## src/ep_ring_regs.vh

```
// register map, field positions, reset values and timing for the endpoint ring engine
`ifndef EP_RING_REGS_VH
`define EP_RING_REGS_VH
`define F_DESC      3'h0
`define F_BASE      3'h1
`define F_SIZE      3'h2
`define F_RDOFF     3'h3
`define F_WROFF     3'h4
`define F_NAKLIM    3'h5
`define A_GLOBAL    1'b1
`define A_CTRL      6'h00
`define A_DLADDR1   6'h01
`define A_DLADDR2   6'h02
`define A_DLADDR3   6'h03
`define A_STATUS    6'h04
`define DESC_DIR    0
`define DESC_MPK_HI 7
`define DESC_MPK_LO 1
`define INIT_ALL    5'h1F
`define RST_OFF     16'h0000
`define FIRST_GEN   4'h4
`define LAST_GEN    4'hB
`define CLK_NS      100
`define DETACH_NS   10000
`define DETACH_CYC  ((`DETACH_NS + `CLK_NS - 1) / `CLK_NS)
`endif

```

## src/ep_fifo.v

```verilog
// synchronous valid/ready fifo between memory fetch and serial engine
`timescale 1ns/1ps
module ep_fifo #(
    parameter W  = 17,
    parameter D  = 32,
    parameter AW = 5
) (
    input  wire          clk,
    input  wire          rst,
    input  wire          inValid,
    output wire          inReady,
    input  wire [W-1:0]  inData,
    output wire          outValid,
    input  wire          outReady,
    output wire [W-1:0]  outData
);
    reg [W-1:0] mem [0:D-1];
    reg [AW:0]  wp_r;
    reg [AW:0]  rp_r;
    wire        full  = (wp_r[AW] != rp_r[AW]) && (wp_r[AW-1:0] == rp_r[AW-1:0]);
    wire        empty = (wp_r == rp_r);
    assign inReady  = !full;
    assign outValid = !empty;
    assign outData  = mem[rp_r[AW-1:0]];
    always @(posedge clk) begin
        if (rst) begin
            wp_r <= {(AW+1){1'b0}};
            rp_r <= {(AW+1){1'b0}};
        end else begin
            if (inValid && !full) begin
                mem[wp_r[AW-1:0]] <= inData;
                wp_r <= wp_r + 1'b1;
            end
            if (outReady && !empty)
                rp_r <= rp_r + 1'b1;
        end
    end
endmodule // ep_fifo

```

## src/ep_ring_engine.v

```verilog
// ring-buffer dma engine for generic usb endpoints into dsp memory
// Operation
// - hardware moves all generic endpoint data
// - per-endpoint base, size, read, write offsets
// - generic transfers use whole 16-bit words
// - control endpoint may write single bytes
// - pointer ownership split by direction
// - offsets start zero, wrap at end
// - data available from write/read difference
// - full packet stored: ack, commit write
// - pointer collision: nak, keep write offset
// - oversize packet accepted if room
// - in token sends full packet when one is ready
// - read offset advances after host ack
// - short packet after programmed nak count
// - endpoint idle until five registers written
// - code download only after firmware personality
// - attach first as setup personality
// - control register write detaches, reattaches
// - drop zero low byte of instruction
`timescale 1ns/1ps
`include "ep_ring_regs.vh"
module ep_ring_engine #(
    parameter DETACH_CYCLES = `DETACH_CYC,
    parameter FIFO_DEPTH    = 32,
    parameter FIFO_AW       = 5
) (
    input  wire        core_clk,
    input  wire        rst,
    input  wire        regWr,
    input  wire        regRd,
    input  wire [6:0]  regAddr,
    input  wire [17:0] regWrData,
    output reg  [17:0] regRdData_r,
    input  wire        fwLoaded,
    output reg         busAttach_r,
    output reg         firmwareMode_r,
    input  wire        tokenValid,
    input  wire [3:0]  tokenEp,
    input  wire        tokenIn,
    input  wire        rxValid,
    input  wire [15:0] rxData,
    input  wire        rxLast,
    output reg         rxReady_r,
    output reg         hsAck_r,
    output reg         hsNak_r,
    output wire        txValid,
    output wire [15:0] txData,
    output wire        txLast,
    input  wire        txReady,
    input  wire        hostAck,
    input  wire        hostTimeout,
    input  wire        ep0Req,
    input  wire [17:0] ep0Addr,
    input  wire [15:0] ep0Data,
    input  wire [1:0]  ep0ByteEn,
    output reg         ep0Done_r,
    output reg         memReq_r,
    output reg         memWe_r,
    output reg  [17:0] memAddr_r,
    output reg  [15:0] memWdata_r,
    output reg  [1:0]  memByteEn_r,
    input  wire [15:0] memRdata,
    input  wire        memAck,
    output reg         pmWe_r,
    output reg  [15:0] pmAddr_r,
    output reg  [23:0] pmData_r
);
    localparam S_IDLE = 3'd0;
    localparam S_OUT  = 3'd1;
    localparam S_IN   = 3'd2;
    localparam S_INW  = 3'd3;
    localparam S_DL   = 3'd4;
    localparam S_EP0  = 3'd5;

    reg [7:0]  desc_r [0:7];
    reg [17:0] base_r [0:7];
    reg [15:0] size_r [0:7];
    reg [15:0] rdOff_r [0:7];
    reg [15:0] wrOff_r [0:7];
    reg [3:0]  nakLim_r [0:7];
    reg [3:0]  nakCnt_r [0:7];
    reg [4:0]  init_r [0:7];
    reg [15:0] dlAddr_r [0:2];
    reg [2:0]  st_r;
    reg [2:0]  ep_r;
    reg [15:0] ptr_r;
    reg [15:0] cnt_r;
    reg        coll_r;
    reg        outLast_r;
    reg        half_r;
    reg [7:0]  hi_r;
    reg [1:0]  dl_r;
    reg [15:0] detCnt_r;
    reg        pushV;
    integer    i;

    wire [2:0]  tEp   = tokenEp[2:0] - 3'd4;
    wire        tGen  = (tokenEp >= `FIRST_GEN) && (tokenEp <= `LAST_GEN);
    wire        tDl   = (tokenEp != 4'h0) && (tokenEp < `FIRST_GEN);
    wire [15:0] sz    = size_r[ep_r];
    wire [15:0] rdC   = rdOff_r[ep_r];
    wire [15:0] wrC   = wrOff_r[ep_r];
    wire [15:0] ptrN  = (ptr_r + 16'h0001 == sz) ? `RST_OFF : ptr_r + 16'h0001;
    wire [17:0] mAddr = base_r[ep_r] + {2'b00, ptr_r};
    // max packet in bytes halved to words
    wire [15:0] maxW  = {9'h000, desc_r[tEp][`DESC_MPK_HI:`DESC_MPK_LO]} >> 1;
    wire [15:0] tRd   = rdOff_r[tEp];
    wire [15:0] tWr   = wrOff_r[tEp];
    wire [15:0] avail = (tWr >= tRd) ? tWr - tRd : tWr + size_r[tEp] - tRd;
    wire        fRdy;
    wire        rxTake = rxValid && rxReady_r;
    wire        gReg   = (regAddr[6] == `A_GLOBAL);

    ep_fifo #(.W(17), .D(FIFO_DEPTH), .AW(FIFO_AW)) txq (
        .clk      (core_clk),
        .rst      (rst),
        .inValid  (pushV),
        .inReady  (fRdy),
        .inData   ({cnt_r == 16'h0001, memRdata}),
        .outValid (txValid),
        .outReady (txReady),
        .outData  ({txLast, txData})
    );

    always @* begin
        pushV = (st_r == S_IN) && memReq_r && memAck;
    end

    always @(posedge core_clk) begin
        if (rst) begin
            st_r <= S_IDLE;
            ep_r <= 3'd0;
            ptr_r <= `RST_OFF;
            cnt_r <= 16'h0000;
            coll_r <= 1'b0;
            outLast_r <= 1'b0;
            half_r <= 1'b0;
            hi_r <= 8'h00;
            dl_r <= 2'd0;
            firmwareMode_r <= 1'b0;
            busAttach_r <= 1'b1;
            detCnt_r <= 16'h0000;
            regRdData_r <= 18'h00000;
            rxReady_r <= 1'b0;
            hsAck_r <= 1'b0;
            hsNak_r <= 1'b0;
            ep0Done_r <= 1'b0;
            memReq_r <= 1'b0;
            memWe_r <= 1'b0;
            memAddr_r <= 18'h00000;
            memWdata_r <= 16'h0000;
            memByteEn_r <= 2'b00;
            pmWe_r <= 1'b0;
            pmAddr_r <= 16'h0000;
            pmData_r <= 24'h000000;
            for (i = 0; i < 8; i = i + 1) begin
                desc_r[i] <= 8'h00;
                base_r[i] <= 18'h00000;
                size_r[i] <= 16'h0000;
                rdOff_r[i] <= `RST_OFF;
                wrOff_r[i] <= `RST_OFF;
                nakLim_r[i] <= 4'h0;
                nakCnt_r[i] <= 4'h0;
                init_r[i] <= 5'h00;
            end
            for (i = 0; i < 3; i = i + 1)
                dlAddr_r[i] <= 16'h0000;
        end else begin
            hsAck_r <= 1'b0;
            hsNak_r <= 1'b0;
            ep0Done_r <= 1'b0;
            pmWe_r <= 1'b0;
            // detach then reattach with new personality
            if (detCnt_r != 16'h0000) begin
                detCnt_r <= detCnt_r - 16'h0001;
                if (detCnt_r == 16'h0001) begin
                    busAttach_r <= 1'b1;
                    firmwareMode_r <= fwLoaded;
                end
            end
            if (regRd) begin
                if (gReg && regAddr[5:0] == `A_STATUS)
                    regRdData_r <= {14'h0000, st_r != S_IDLE, !busAttach_r, busAttach_r, firmwareMode_r};
                else if (gReg && regAddr[5:0] >= `A_DLADDR1 && regAddr[5:0] <= `A_DLADDR3)
                    regRdData_r <= {2'b00, dlAddr_r[regAddr[1:0] - 2'd1]};
                else if (gReg)
                    regRdData_r <= 18'h00000;
                else if (regAddr[2:0] == `F_DESC)
                    regRdData_r <= {10'h000, desc_r[regAddr[5:3]]};
                else if (regAddr[2:0] == `F_BASE)
                    regRdData_r <= base_r[regAddr[5:3]];
                else if (regAddr[2:0] == `F_SIZE)
                    regRdData_r <= {2'b00, size_r[regAddr[5:3]]};
                else if (regAddr[2:0] == `F_RDOFF)
                    regRdData_r <= {2'b00, rdOff_r[regAddr[5:3]]};
                else if (regAddr[2:0] == `F_WROFF)
                    regRdData_r <= {2'b00, wrOff_r[regAddr[5:3]]};
                else if (regAddr[2:0] == `F_NAKLIM)
                    regRdData_r <= {14'h0000, nakLim_r[regAddr[5:3]]};
                else
                    regRdData_r <= 18'h00000;
            end
            if (regWr) begin
                if (gReg && regAddr[5:0] == `A_CTRL) begin
                    busAttach_r <= 1'b0;
                    detCnt_r <= DETACH_CYCLES[15:0];
                end else if (gReg && regAddr[5:0] >= `A_DLADDR1 && regAddr[5:0] <= `A_DLADDR3)
                    dlAddr_r[regAddr[1:0] - 2'd1] <= regWrData[15:0];
                else if (!gReg && regAddr[2:0] == `F_DESC) begin
                    desc_r[regAddr[5:3]] <= regWrData[7:0];
                    init_r[regAddr[5:3]][0] <= 1'b1;
                end else if (!gReg && regAddr[2:0] == `F_BASE) begin
                    base_r[regAddr[5:3]] <= regWrData;
                    init_r[regAddr[5:3]][1] <= 1'b1;
                end else if (!gReg && regAddr[2:0] == `F_SIZE) begin
                    size_r[regAddr[5:3]] <= regWrData[15:0];
                    init_r[regAddr[5:3]][2] <= 1'b1;
                end else if (!gReg && regAddr[2:0] == `F_RDOFF) begin
                    rdOff_r[regAddr[5:3]] <= regWrData[15:0];
                    init_r[regAddr[5:3]][3] <= 1'b1;
                end else if (!gReg && regAddr[2:0] == `F_WROFF) begin
                    wrOff_r[regAddr[5:3]] <= regWrData[15:0];
                    init_r[regAddr[5:3]][4] <= 1'b1;
                end else if (!gReg && regAddr[2:0] == `F_NAKLIM)
                    nakLim_r[regAddr[5:3]] <= regWrData[3:0];
            end
            case (st_r)
            S_IDLE: begin
                if (ep0Req) begin
                    memReq_r <= 1'b1;
                    memWe_r <= 1'b1;
                    memAddr_r <= ep0Addr;
                    memWdata_r <= ep0Data;
                    memByteEn_r <= ep0ByteEn;
                    st_r <= S_EP0;
                end else if (tokenValid && tDl && !tokenIn) begin
                    if (firmwareMode_r) begin
                        dl_r <= tokenEp[1:0] - 2'd1;
                        half_r <= 1'b0;
                        rxReady_r <= 1'b1;
                        st_r <= S_DL;
                    end else
                        hsNak_r <= 1'b1;
                end else if (tokenValid && tGen && firmwareMode_r && init_r[tEp] == `INIT_ALL) begin
                    ep_r <= tEp;
                    coll_r <= 1'b0;
                    outLast_r <= 1'b0;
                    if (!tokenIn) begin
                        ptr_r <= tWr;
                        rxReady_r <= 1'b1;
                        st_r <= S_OUT;
                    end else if (avail >= maxW && maxW != 16'h0000) begin
                        ptr_r <= tRd;
                        cnt_r <= maxW;
                        st_r <= S_IN;
                    end else if (avail != 16'h0000 && nakCnt_r[tEp] >= nakLim_r[tEp]) begin
                        ptr_r <= tRd;
                        cnt_r <= avail;
                        st_r <= S_IN;
                    end else begin
                        hsNak_r <= 1'b1;
                        if (avail != 16'h0000 && nakCnt_r[tEp] != 4'hF)
                            nakCnt_r[tEp] <= nakCnt_r[tEp] + 4'h1;
                    end
                end else if (tokenValid && tokenEp != 4'h0)
                    hsNak_r <= 1'b1;
            end
            S_EP0: begin
                if (memAck) begin
                    memReq_r <= 1'b0;
                    ep0Done_r <= 1'b1;
                    st_r <= S_IDLE;
                end
            end
            S_OUT: begin
                if (rxTake) begin
                    if (coll_r || ptrN == rdC)
                        coll_r <= 1'b1;
                    else begin
                        memReq_r <= 1'b1;
                        memWe_r <= 1'b1;
                        memAddr_r <= mAddr;
                        memWdata_r <= rxData;
                        memByteEn_r <= 2'b11;
                        rxReady_r <= 1'b0;
                        ptr_r <= ptrN;
                    end
                    // no max packet limit on length
                    if (rxLast) begin
                        rxReady_r <= 1'b0;
                        outLast_r <= 1'b1;
                        if (coll_r || ptrN == rdC) begin
                            hsNak_r <= 1'b1;
                            st_r <= S_IDLE;
                        end
                    end
                end else if (memReq_r && memAck) begin
                    memReq_r <= 1'b0;
                    // no more words once the last one is in
                    if (!outLast_r)
                        rxReady_r <= 1'b1;
                end
            end
            S_IN: begin
                if (memReq_r && memAck) begin
                    memReq_r <= 1'b0;
                    ptr_r <= ptrN;
                    cnt_r <= cnt_r - 16'h0001;
                    if (cnt_r == 16'h0001)
                        st_r <= S_INW;
                end else if (!memReq_r && fRdy) begin
                    memReq_r <= 1'b1;
                    memWe_r <= 1'b0;
                    memAddr_r <= mAddr;
                    memByteEn_r <= 2'b11;
                end
            end
            S_INW: begin
                // read offset moves only on ack
                if (hostAck) begin
                    rdOff_r[ep_r] <= ptr_r;
                    nakCnt_r[ep_r] <= 4'h0;
                    st_r <= S_IDLE;
                end else if (hostTimeout)
                    st_r <= S_IDLE;
            end
            S_DL: begin
                if (rxTake) begin
                    half_r <= !half_r;
                    if (!half_r)
                        hi_r <= rxData[15:8];
                    else begin
                        pmWe_r <= 1'b1;
                        pmAddr_r <= dlAddr_r[dl_r];
                        pmData_r <= {hi_r, rxData[7:0], rxData[15:8]};
                        dlAddr_r[dl_r] <= dlAddr_r[dl_r] + 16'h0001;
                    end
                    if (rxLast) begin
                        rxReady_r <= 1'b0;
                        hsAck_r <= 1'b1;
                        st_r <= S_IDLE;
                    end
                end
            end
            default: st_r <= S_IDLE;
            endcase
            // ack and commit once last word stored
            if (st_r == S_OUT && !coll_r && !rxReady_r && !memReq_r && !rxTake && outLast_r) begin
                hsAck_r <= 1'b1;
                wrOff_r[ep_r] <= ptr_r;
                st_r <= S_IDLE;
            end
        end
    end
endmodule // ep_ring_engine

```

## config.mk

```make
export PLATFORM = sky130hd
export DESIGN_NAME = ep_ring_engine
export DESIGN_NICKNAME = d
export VERILOG_FILES = /design/src/ep_fifo.v /design/src/ep_ring_engine.v
export VERILOG_INCLUDE_DIRS = /design/src /design/src/src
export SDC_FILE = /design/constraint.sdc
export NUM_CORES = 2
export LEC_CHECK = 0
export ABC_AREA = 1
export BUFFER_PORTS_ARGS = -buffer_cell sky130_fd_sc_hd__buf_2
export CORE_UTILIZATION = 57
export DETAILED_ROUTE_END_ITERATION = 10
export MAX_ROUTING_LAYER = met4
export PLACE_DENSITY = 0.74
export SLEW_MARGIN = 5
export SYNTH_ARGS = -nofsm -noshare
export SYNTH_HDL_FRONTEND = slang
export SYNTH_SLANG_ARGS = --single-unit
```

## constraint.sdc

```tcl
create_clock -name core_clk -period 18.4 [get_ports core_clk]
set_clock_uncertainty 0.1 [all_clocks]
set_input_delay 2.76 -clock core_clk [delete_from_list [all_inputs] [get_ports core_clk]]
set_output_delay 2.76 -clock core_clk [all_outputs]
set_load 0.02 [all_outputs]
```

# --- Word-level counts from Yosys, hierarchy flattened ---
# Memories as Yosys holds them, arrays and structs flattened. A register that Yosys moved wholly into a read port is not among the register bits.
# Cells that the tools add are included.
word_totals:
  ff_bits: 182
  ram_bits: 1288
  in_bits: 111
  out_inout_bits: 121
  elab_cells: 462
  mem_count: 10
classes:
  add_sub_neg: 14
  magnitude_cmp: 8
  n_eq_ne: 52
  mux: 258
  bitwise_logic: 4
  n_reduce_logical: 89
memory_table:
  columns: ["name", "words", "word_bits", "rd", "rd_ports_with_merged_regs", "write_ports", "line", "source"]
  rows:
  - ["txq.mem", 32, 17, 1, 1, 1, "ep_fifo.v:17", "reg [W-1:0] mem [0:D-1];"]
  - ["base_r", 8, 18, 2, 1, 8, "ep_ring_engine.v:77", "reg [17:0] base_r [0:7];"]
  - ["rdOff_r", 8, 16, 3, 1, 8, "ep_ring_engine.v:79", "reg [15:0] rdOff_r [0:7];"]
  - ["size_r", 8, 16, 3, 1, 8, "ep_ring_engine.v:78", "reg [15:0] size_r [0:7];"]
  - ["wrOff_r", 8, 16, 2, 0, 8, "ep_ring_engine.v:80", "reg [15:0] wrOff_r [0:7];"]
  - ["desc_r", 8, 8, 2, 0, 8, "ep_ring_engine.v:76", "reg [7:0] desc_r [0:7];"]
  - ["4 more memories", null, null, null, null, null, null, null]
ops:
  columns: ["operator", "n"]
  rows:
  - ["$mux W16", 34]
  - ["$mux W18", 11]
  - ["$mux W1", 148]
  - ["$reduce_or A16 Y1", 7]
  - ["$mux W3", 34]
  - ["$pmux W16 S2", 2]
  - ["$pmux W18 S3", 1]
  - ["$pmux W16 S3", 1]
  - ["$reduce_bool A16 Y1", 3]
  - ["$logic_and A1 B1 Y1", 34]
  - ["$add A16 B1 Y16 const B", 2]
  - ["$eq A16 B1 Y1 const B", 2]
  - ["$eq A16 B16 Y1", 2]
  - ["$sub A16 B1 Y16 const B", 2]
  - ["$sub A16 B16 Y16", 2]
  - ["$ne A2 B2 Y1 const B", 15]
  - ["$ne A3 B3 Y1 const B", 8]
  - ["$reduce_and A6 Y1", 4]
  - ["$mux W5", 4]
  - ["$ne A4 B4 Y1 const B", 5]
  - ["$add A18 B16 Y18", 1]
  - ["$mux W2", 9]
  - ["$pmux W3 S6", 1]
  - ["$reduce_or A18 Y1", 1]
  - ["50 further kinds", 92]

# --- Logic depth before layout (Yosys ltp) ---
# An unclocked memory read counts as a cell.
depth:
  depth_word: 20
  ltp_mapped: 43
  ltp_nobuf: 37

# --- Hierarchy ---
# A second synthesis with hierarchy kept.
hier_totals:
  cells_unflattened: 9049
  area_unflattened_um2: 77964.8
modules_own_cells:
  columns: ["module", "n_inst", "cells_per_inst", "area_per_inst_um2", "seq_area_each_um2"]
  rows:
  - ["ep_ring_engine", 1, 7016, 54928.9, 25924.9]
  - ["ep_fifo", 1, 2033, 23035.8, 16676.0]

# --- Least setup slack after synthesis ---
# OpenSTA, ideal clock, no wires.
synth_timing:
  path_type: "input-to-reg"
  start: "in tokenEp[0]"
  end: "mem nakCnt_r[4][0], enable pin"
  setup_time_ns: 0.308
  t_arrival_ns: 8.278
  t_required_ns: 17.992
  setup_slack_ns: 9.715
  stages: 33
  n_path_buf: 9
  path_cell_list: "buf_2 > buf_2 > buf_2 > clkbuf_1 > buf_2 > clkbuf_1 > clkbuf_1 > clkbuf_1 > a21oi_1 > o21ai_0 > o21ai_0 > o21ai_0 > ha_1 > inv_1 > ha_1 > inv_1 > fa_1 > o21ai_0 > xnor2_1 > o21ai_0 > ha_1 > a21oi_1 > o21bai_1 > nor2_1 > nand4_1 > nand2_2 > nand2_1 > inv_2 > nand2_1 > o21ai_2 > buf_2 > nand2_1 > nand2_1"
synth_lines:
  columns: ["element", "line", "source"]
  rows:
  - ["start, declared", "ep_ring_engine.v:39", "input wire [3:0] tokenEp,"]
  - ["end, declared", "ep_ring_engine.v:82", "reg [3:0] nakCnt_r [0:7];"]

==> flow_summary.json <==
{
  "status": "finished, violations left",
  "violations": "DRC",
  "grt_use_total": 0.437,
  "syn_inst": 8539,
  "post_cts_buffers": 0,
  "yosysWarningCount": 0,
  "grt_max_degree": 124,
  "fin_crit_ns": 10.13,
  "drc_errors": 2,
  "seq_area_sq_um": 42600,
  "fin_util": 0.634,
  "setup_slack_ns": 8.27,
  "clock-sinks": 1496,
  "synth-seq-area-share": 0.558,
  "detail-route-antenna-nets": 0,
  "r2r_slack_ns": 11.43,
  "p_int_mw": 6.27,
  "clk_latency_ns": 0.84,
  "vias": 69800,
  "place_inst": 10100,
  "ir_drop_v": 0.0000990,
  "routed_wl_um": 295000,
  "io_buffers": 231,
  "dp_slack_ns": 7.74,
  "fin_crit_sh": 0.551,
  "initial_core_util": 0.577,
  "slew_headroom": 0.131,
  "fin_area_sq_um": 83900,
  "hold_depth": 2,
  "finalPower_mw": 9.59,
  "layoutNonFillerInstCount": 10400,
  "post_cts_resized": 0,
  "cap_violations": 0,
  "drive_gt1_frac": 0.0844,
  "root_buffer": "clkbuf_16",
  "report.final.hold_viol_count": 0,
  "firstDrtPassIters": 11,
  "crit_top_cell": "o21ai_0",
  "rsz0062_at_grt": "false",
  "powerDensity_nw_per_um2": 114,
  "final_common_cell": "nor2_1",
  "ys_async_sr_fraction": 0,
  "core_area_sq_um": 132000,
  "crit_path_max_fanout": 86,
  "critPathRequiredTime_ns": 18.80,
  "finalSetupViolations": 0,
  "finalSetupTns_ns": 0,
  "start_kind": "primary input",
  "ctsLongestPathBuffers": 3,
  "comb_power_share": 0.245,
  "crit_arrival_ns": 10.54,
  "max_stage_delay_ns": 0.84,
  "syn_area_sq_um": 76400,
  "ioPinCount": 232,
  "numCtsBuffers": 159,
  "multi_input_area_sq_um": 29200,
  "layout_common_cells": "nor2_1, edfxtp_1, o21ai_0, nand2_1, nand3_1",
  "overflow": 0,
  "detail_route.wl_per_cell_um": 28.4,
  "path_class": "primary input to flop",
  "ctsHoldBuffers": 0,
  "yosys.cell_types.count": 65,
  "nFillCells": 10900,
  "path_clk_slew_ns": 0.06,
  "crit_path_end_kind": "flop",
  "first_iter_violations": 12700,
  "dominantRegCellSynth": "edfxtp_1",
  "max_freq_ghz": 0.0987,
  "cp_num_cells": 25,
  "min_path_type": "flop to flop",
  "via_per_inst": 6.73,
  "p_switching_mw": 3.32,
  "antenna_found_initial": 18,
  "worstMarginPinSlew_ns": 1.30,
  "p_clk_frac": 0.334,
  "areaGrowthSynthToFinish_pct": 9.86,
  "slew_violations": 0,
  "seq_power_share": 0.420,
  "nets": 8685,
  "synth_edf_count": 1264,
  "placement_rows": 133,
  "die_w_um": 368,
  "power_leakage_nw": 31.5,
  "worst_r2r_path_depth": 23,
  "avgSynthCellArea_sq_um": 8.95,
  "die_h_um": 368,
  "worst-path-buf-inv": 4,
  "syn_nets": 8746,
  "place_hpwl_um": 187000,
  "cp_top_family": "compound AO/OA/AOI/OAI gates",
  "place_area_sq_um": 78800,
  "htreeDepth": 4,
  "fin_hold_ws_ns": 0.352,
  "dieArea_sq_um": 135000,
  "synth-seq-cells": 1496,
  "cts_tree": "built",
  "critPathSlowestCell": "o21ai_2",
  "swShare": 0.346,
  "gp_congestion": 1.03,
  "grt_pass1_wl_um": 423000,
  "grt_pass1_vias": 63700
}
[power by group through the flow]
stage                     clock [mW]  sequential, mW  combinational [mW]
final                           3.21            4.03                2.35
after global routing            3.32            4.04                2.54
after CTS                       3.20            4.01                2.28
after detailed placement           0            4.08                2.27
after global placement             0            4.08                2.24
after floorplan                    0            4.03                1.48
[worst paths after layout]
path                 startpoint              to
setup reg to reg  rdOff_r[2][3]  nakCnt_r[6][0]
hold / removal     init_r[3][0]    init_r[3][0]
setup / recovery     tokenEp[0]  nakCnt_r[6][0]
hold reg to reg    init_r[3][0]    init_r[3][0]
[sequential cells by signal, summed over array words and instances, names as in the netlist, 6 cells and up, named ones only]
name         flops
wrOff_r        128
txq.mem        544
nakCnt_r        32
dlAddr_r        64
init_r          40
txq.rp_r         6
desc_r          64
txq.wp_r         6
cnt_r           16
rdOff_r        128
ptr_r           16
base_r         144
memAddr_r       18
pmAddr_r        16
regRdData_r     18
hi_r             8
nakLim_r        32
memWdata_r      16
pmData_r        24
detCnt_r        16
size_r         128
[cell families (layout without fill, tap and decap cells)]
family / after synthesis / count (layout) / synth area share
AOI/OAI and AO/OA: 2361 / 2361 / 0.178
adders and majority gates: 96 / 96 / 0.0174
DFF: 1496 / 1496 / 0.558
buffers and inverters: 1217 / 1282 / 0.0613
and+or+nand+nor: 3308 / 3308 / 0.178
muxes: 4 / 4 / 0.000524
xor gates and xnor gates: 57 / 57 / 0.00654
other: 0 / 17 / 0
[tightest hold or removal path: cells and delay by family, from the launching register on]
family | cells | cell delay (ns)
flops | 1 | 0.31
simple gates | 2 | 0.10
[routing by layer]
metal	GRT usage	vias up	part of all wire
li1	-	30100	-
met1	0.563	32800	0.36
met2	0.607	5697	0.42
met3	0.140	1136	0.15
met4	0.245	0	0.065
met5	-	-	0
[Yosys cell counts, types with 12 or more instances]
| cell type | n | share of area |
|---|---|---|
| a21oi_1 | 413 | 0.027 |
| o31ai_1 | 13 | 0.0013 |
| edfxtp_1 | 1264 | 0.50 |
| clkinv_1 | 39 | 0.0019 |
| clkbuf_1 | 503 | 0.025 |
| o2111ai_1 | 18 | 0.0021 |
| a32oi_1 | 27 | 0.0031 |
| nor4_1 | 22 | 0.0018 |
| a221oi_1 | 27 | 0.0031 |
| a22oi_1 | 12 | 0.0012 |
| a31oi_1 | 58 | 0.0047 |
| fa_1 | 17 | 0.0045 |
| buf_1 | 73 | 0.0036 |
| o41ai_1 | 28 | 0.0032 |
| nand3_1 | 646 | 0.042 |
| nand2_1 | 1180 | 0.058 |
| nor3_1 | 38 | 0.0025 |
| a32o_1 | 16 | 0.0021 |
| buf_2 | 41 | 0.0027 |
| nand4_1 | 61 | 0.0050 |
| ha_1 | 79 | 0.013 |
| inv_2 | 13 | 0.00064 |
| xnor2_1 | 18 | 0.0021 |
| o21ai_0 | 1217 | 0.080 |
| inv_1 | 536 | 0.026 |
| o22ai_1 | 276 | 0.023 |
| dfxtp_1 | 232 | 0.061 |
| o211ai_1 | 48 | 0.0047 |
| xor2_1 | 39 | 0.0045 |
| nor2_1 | 1324 | 0.065 |
| o221ai_1 | 139 | 0.016 |
[area by class of cell]
cell class,instances,area share
clock inverter,75,0.00901
inverter,588,0.0266
antenna,17,0.000507
tap,1755,0.0262
multi-input combinational,5826,0.348
sequential,1496,0.508
clock buffer,212,0.0518
timing repair buffer,407,0.0298
Note: power is estimated with default switching activity, not from simulation.
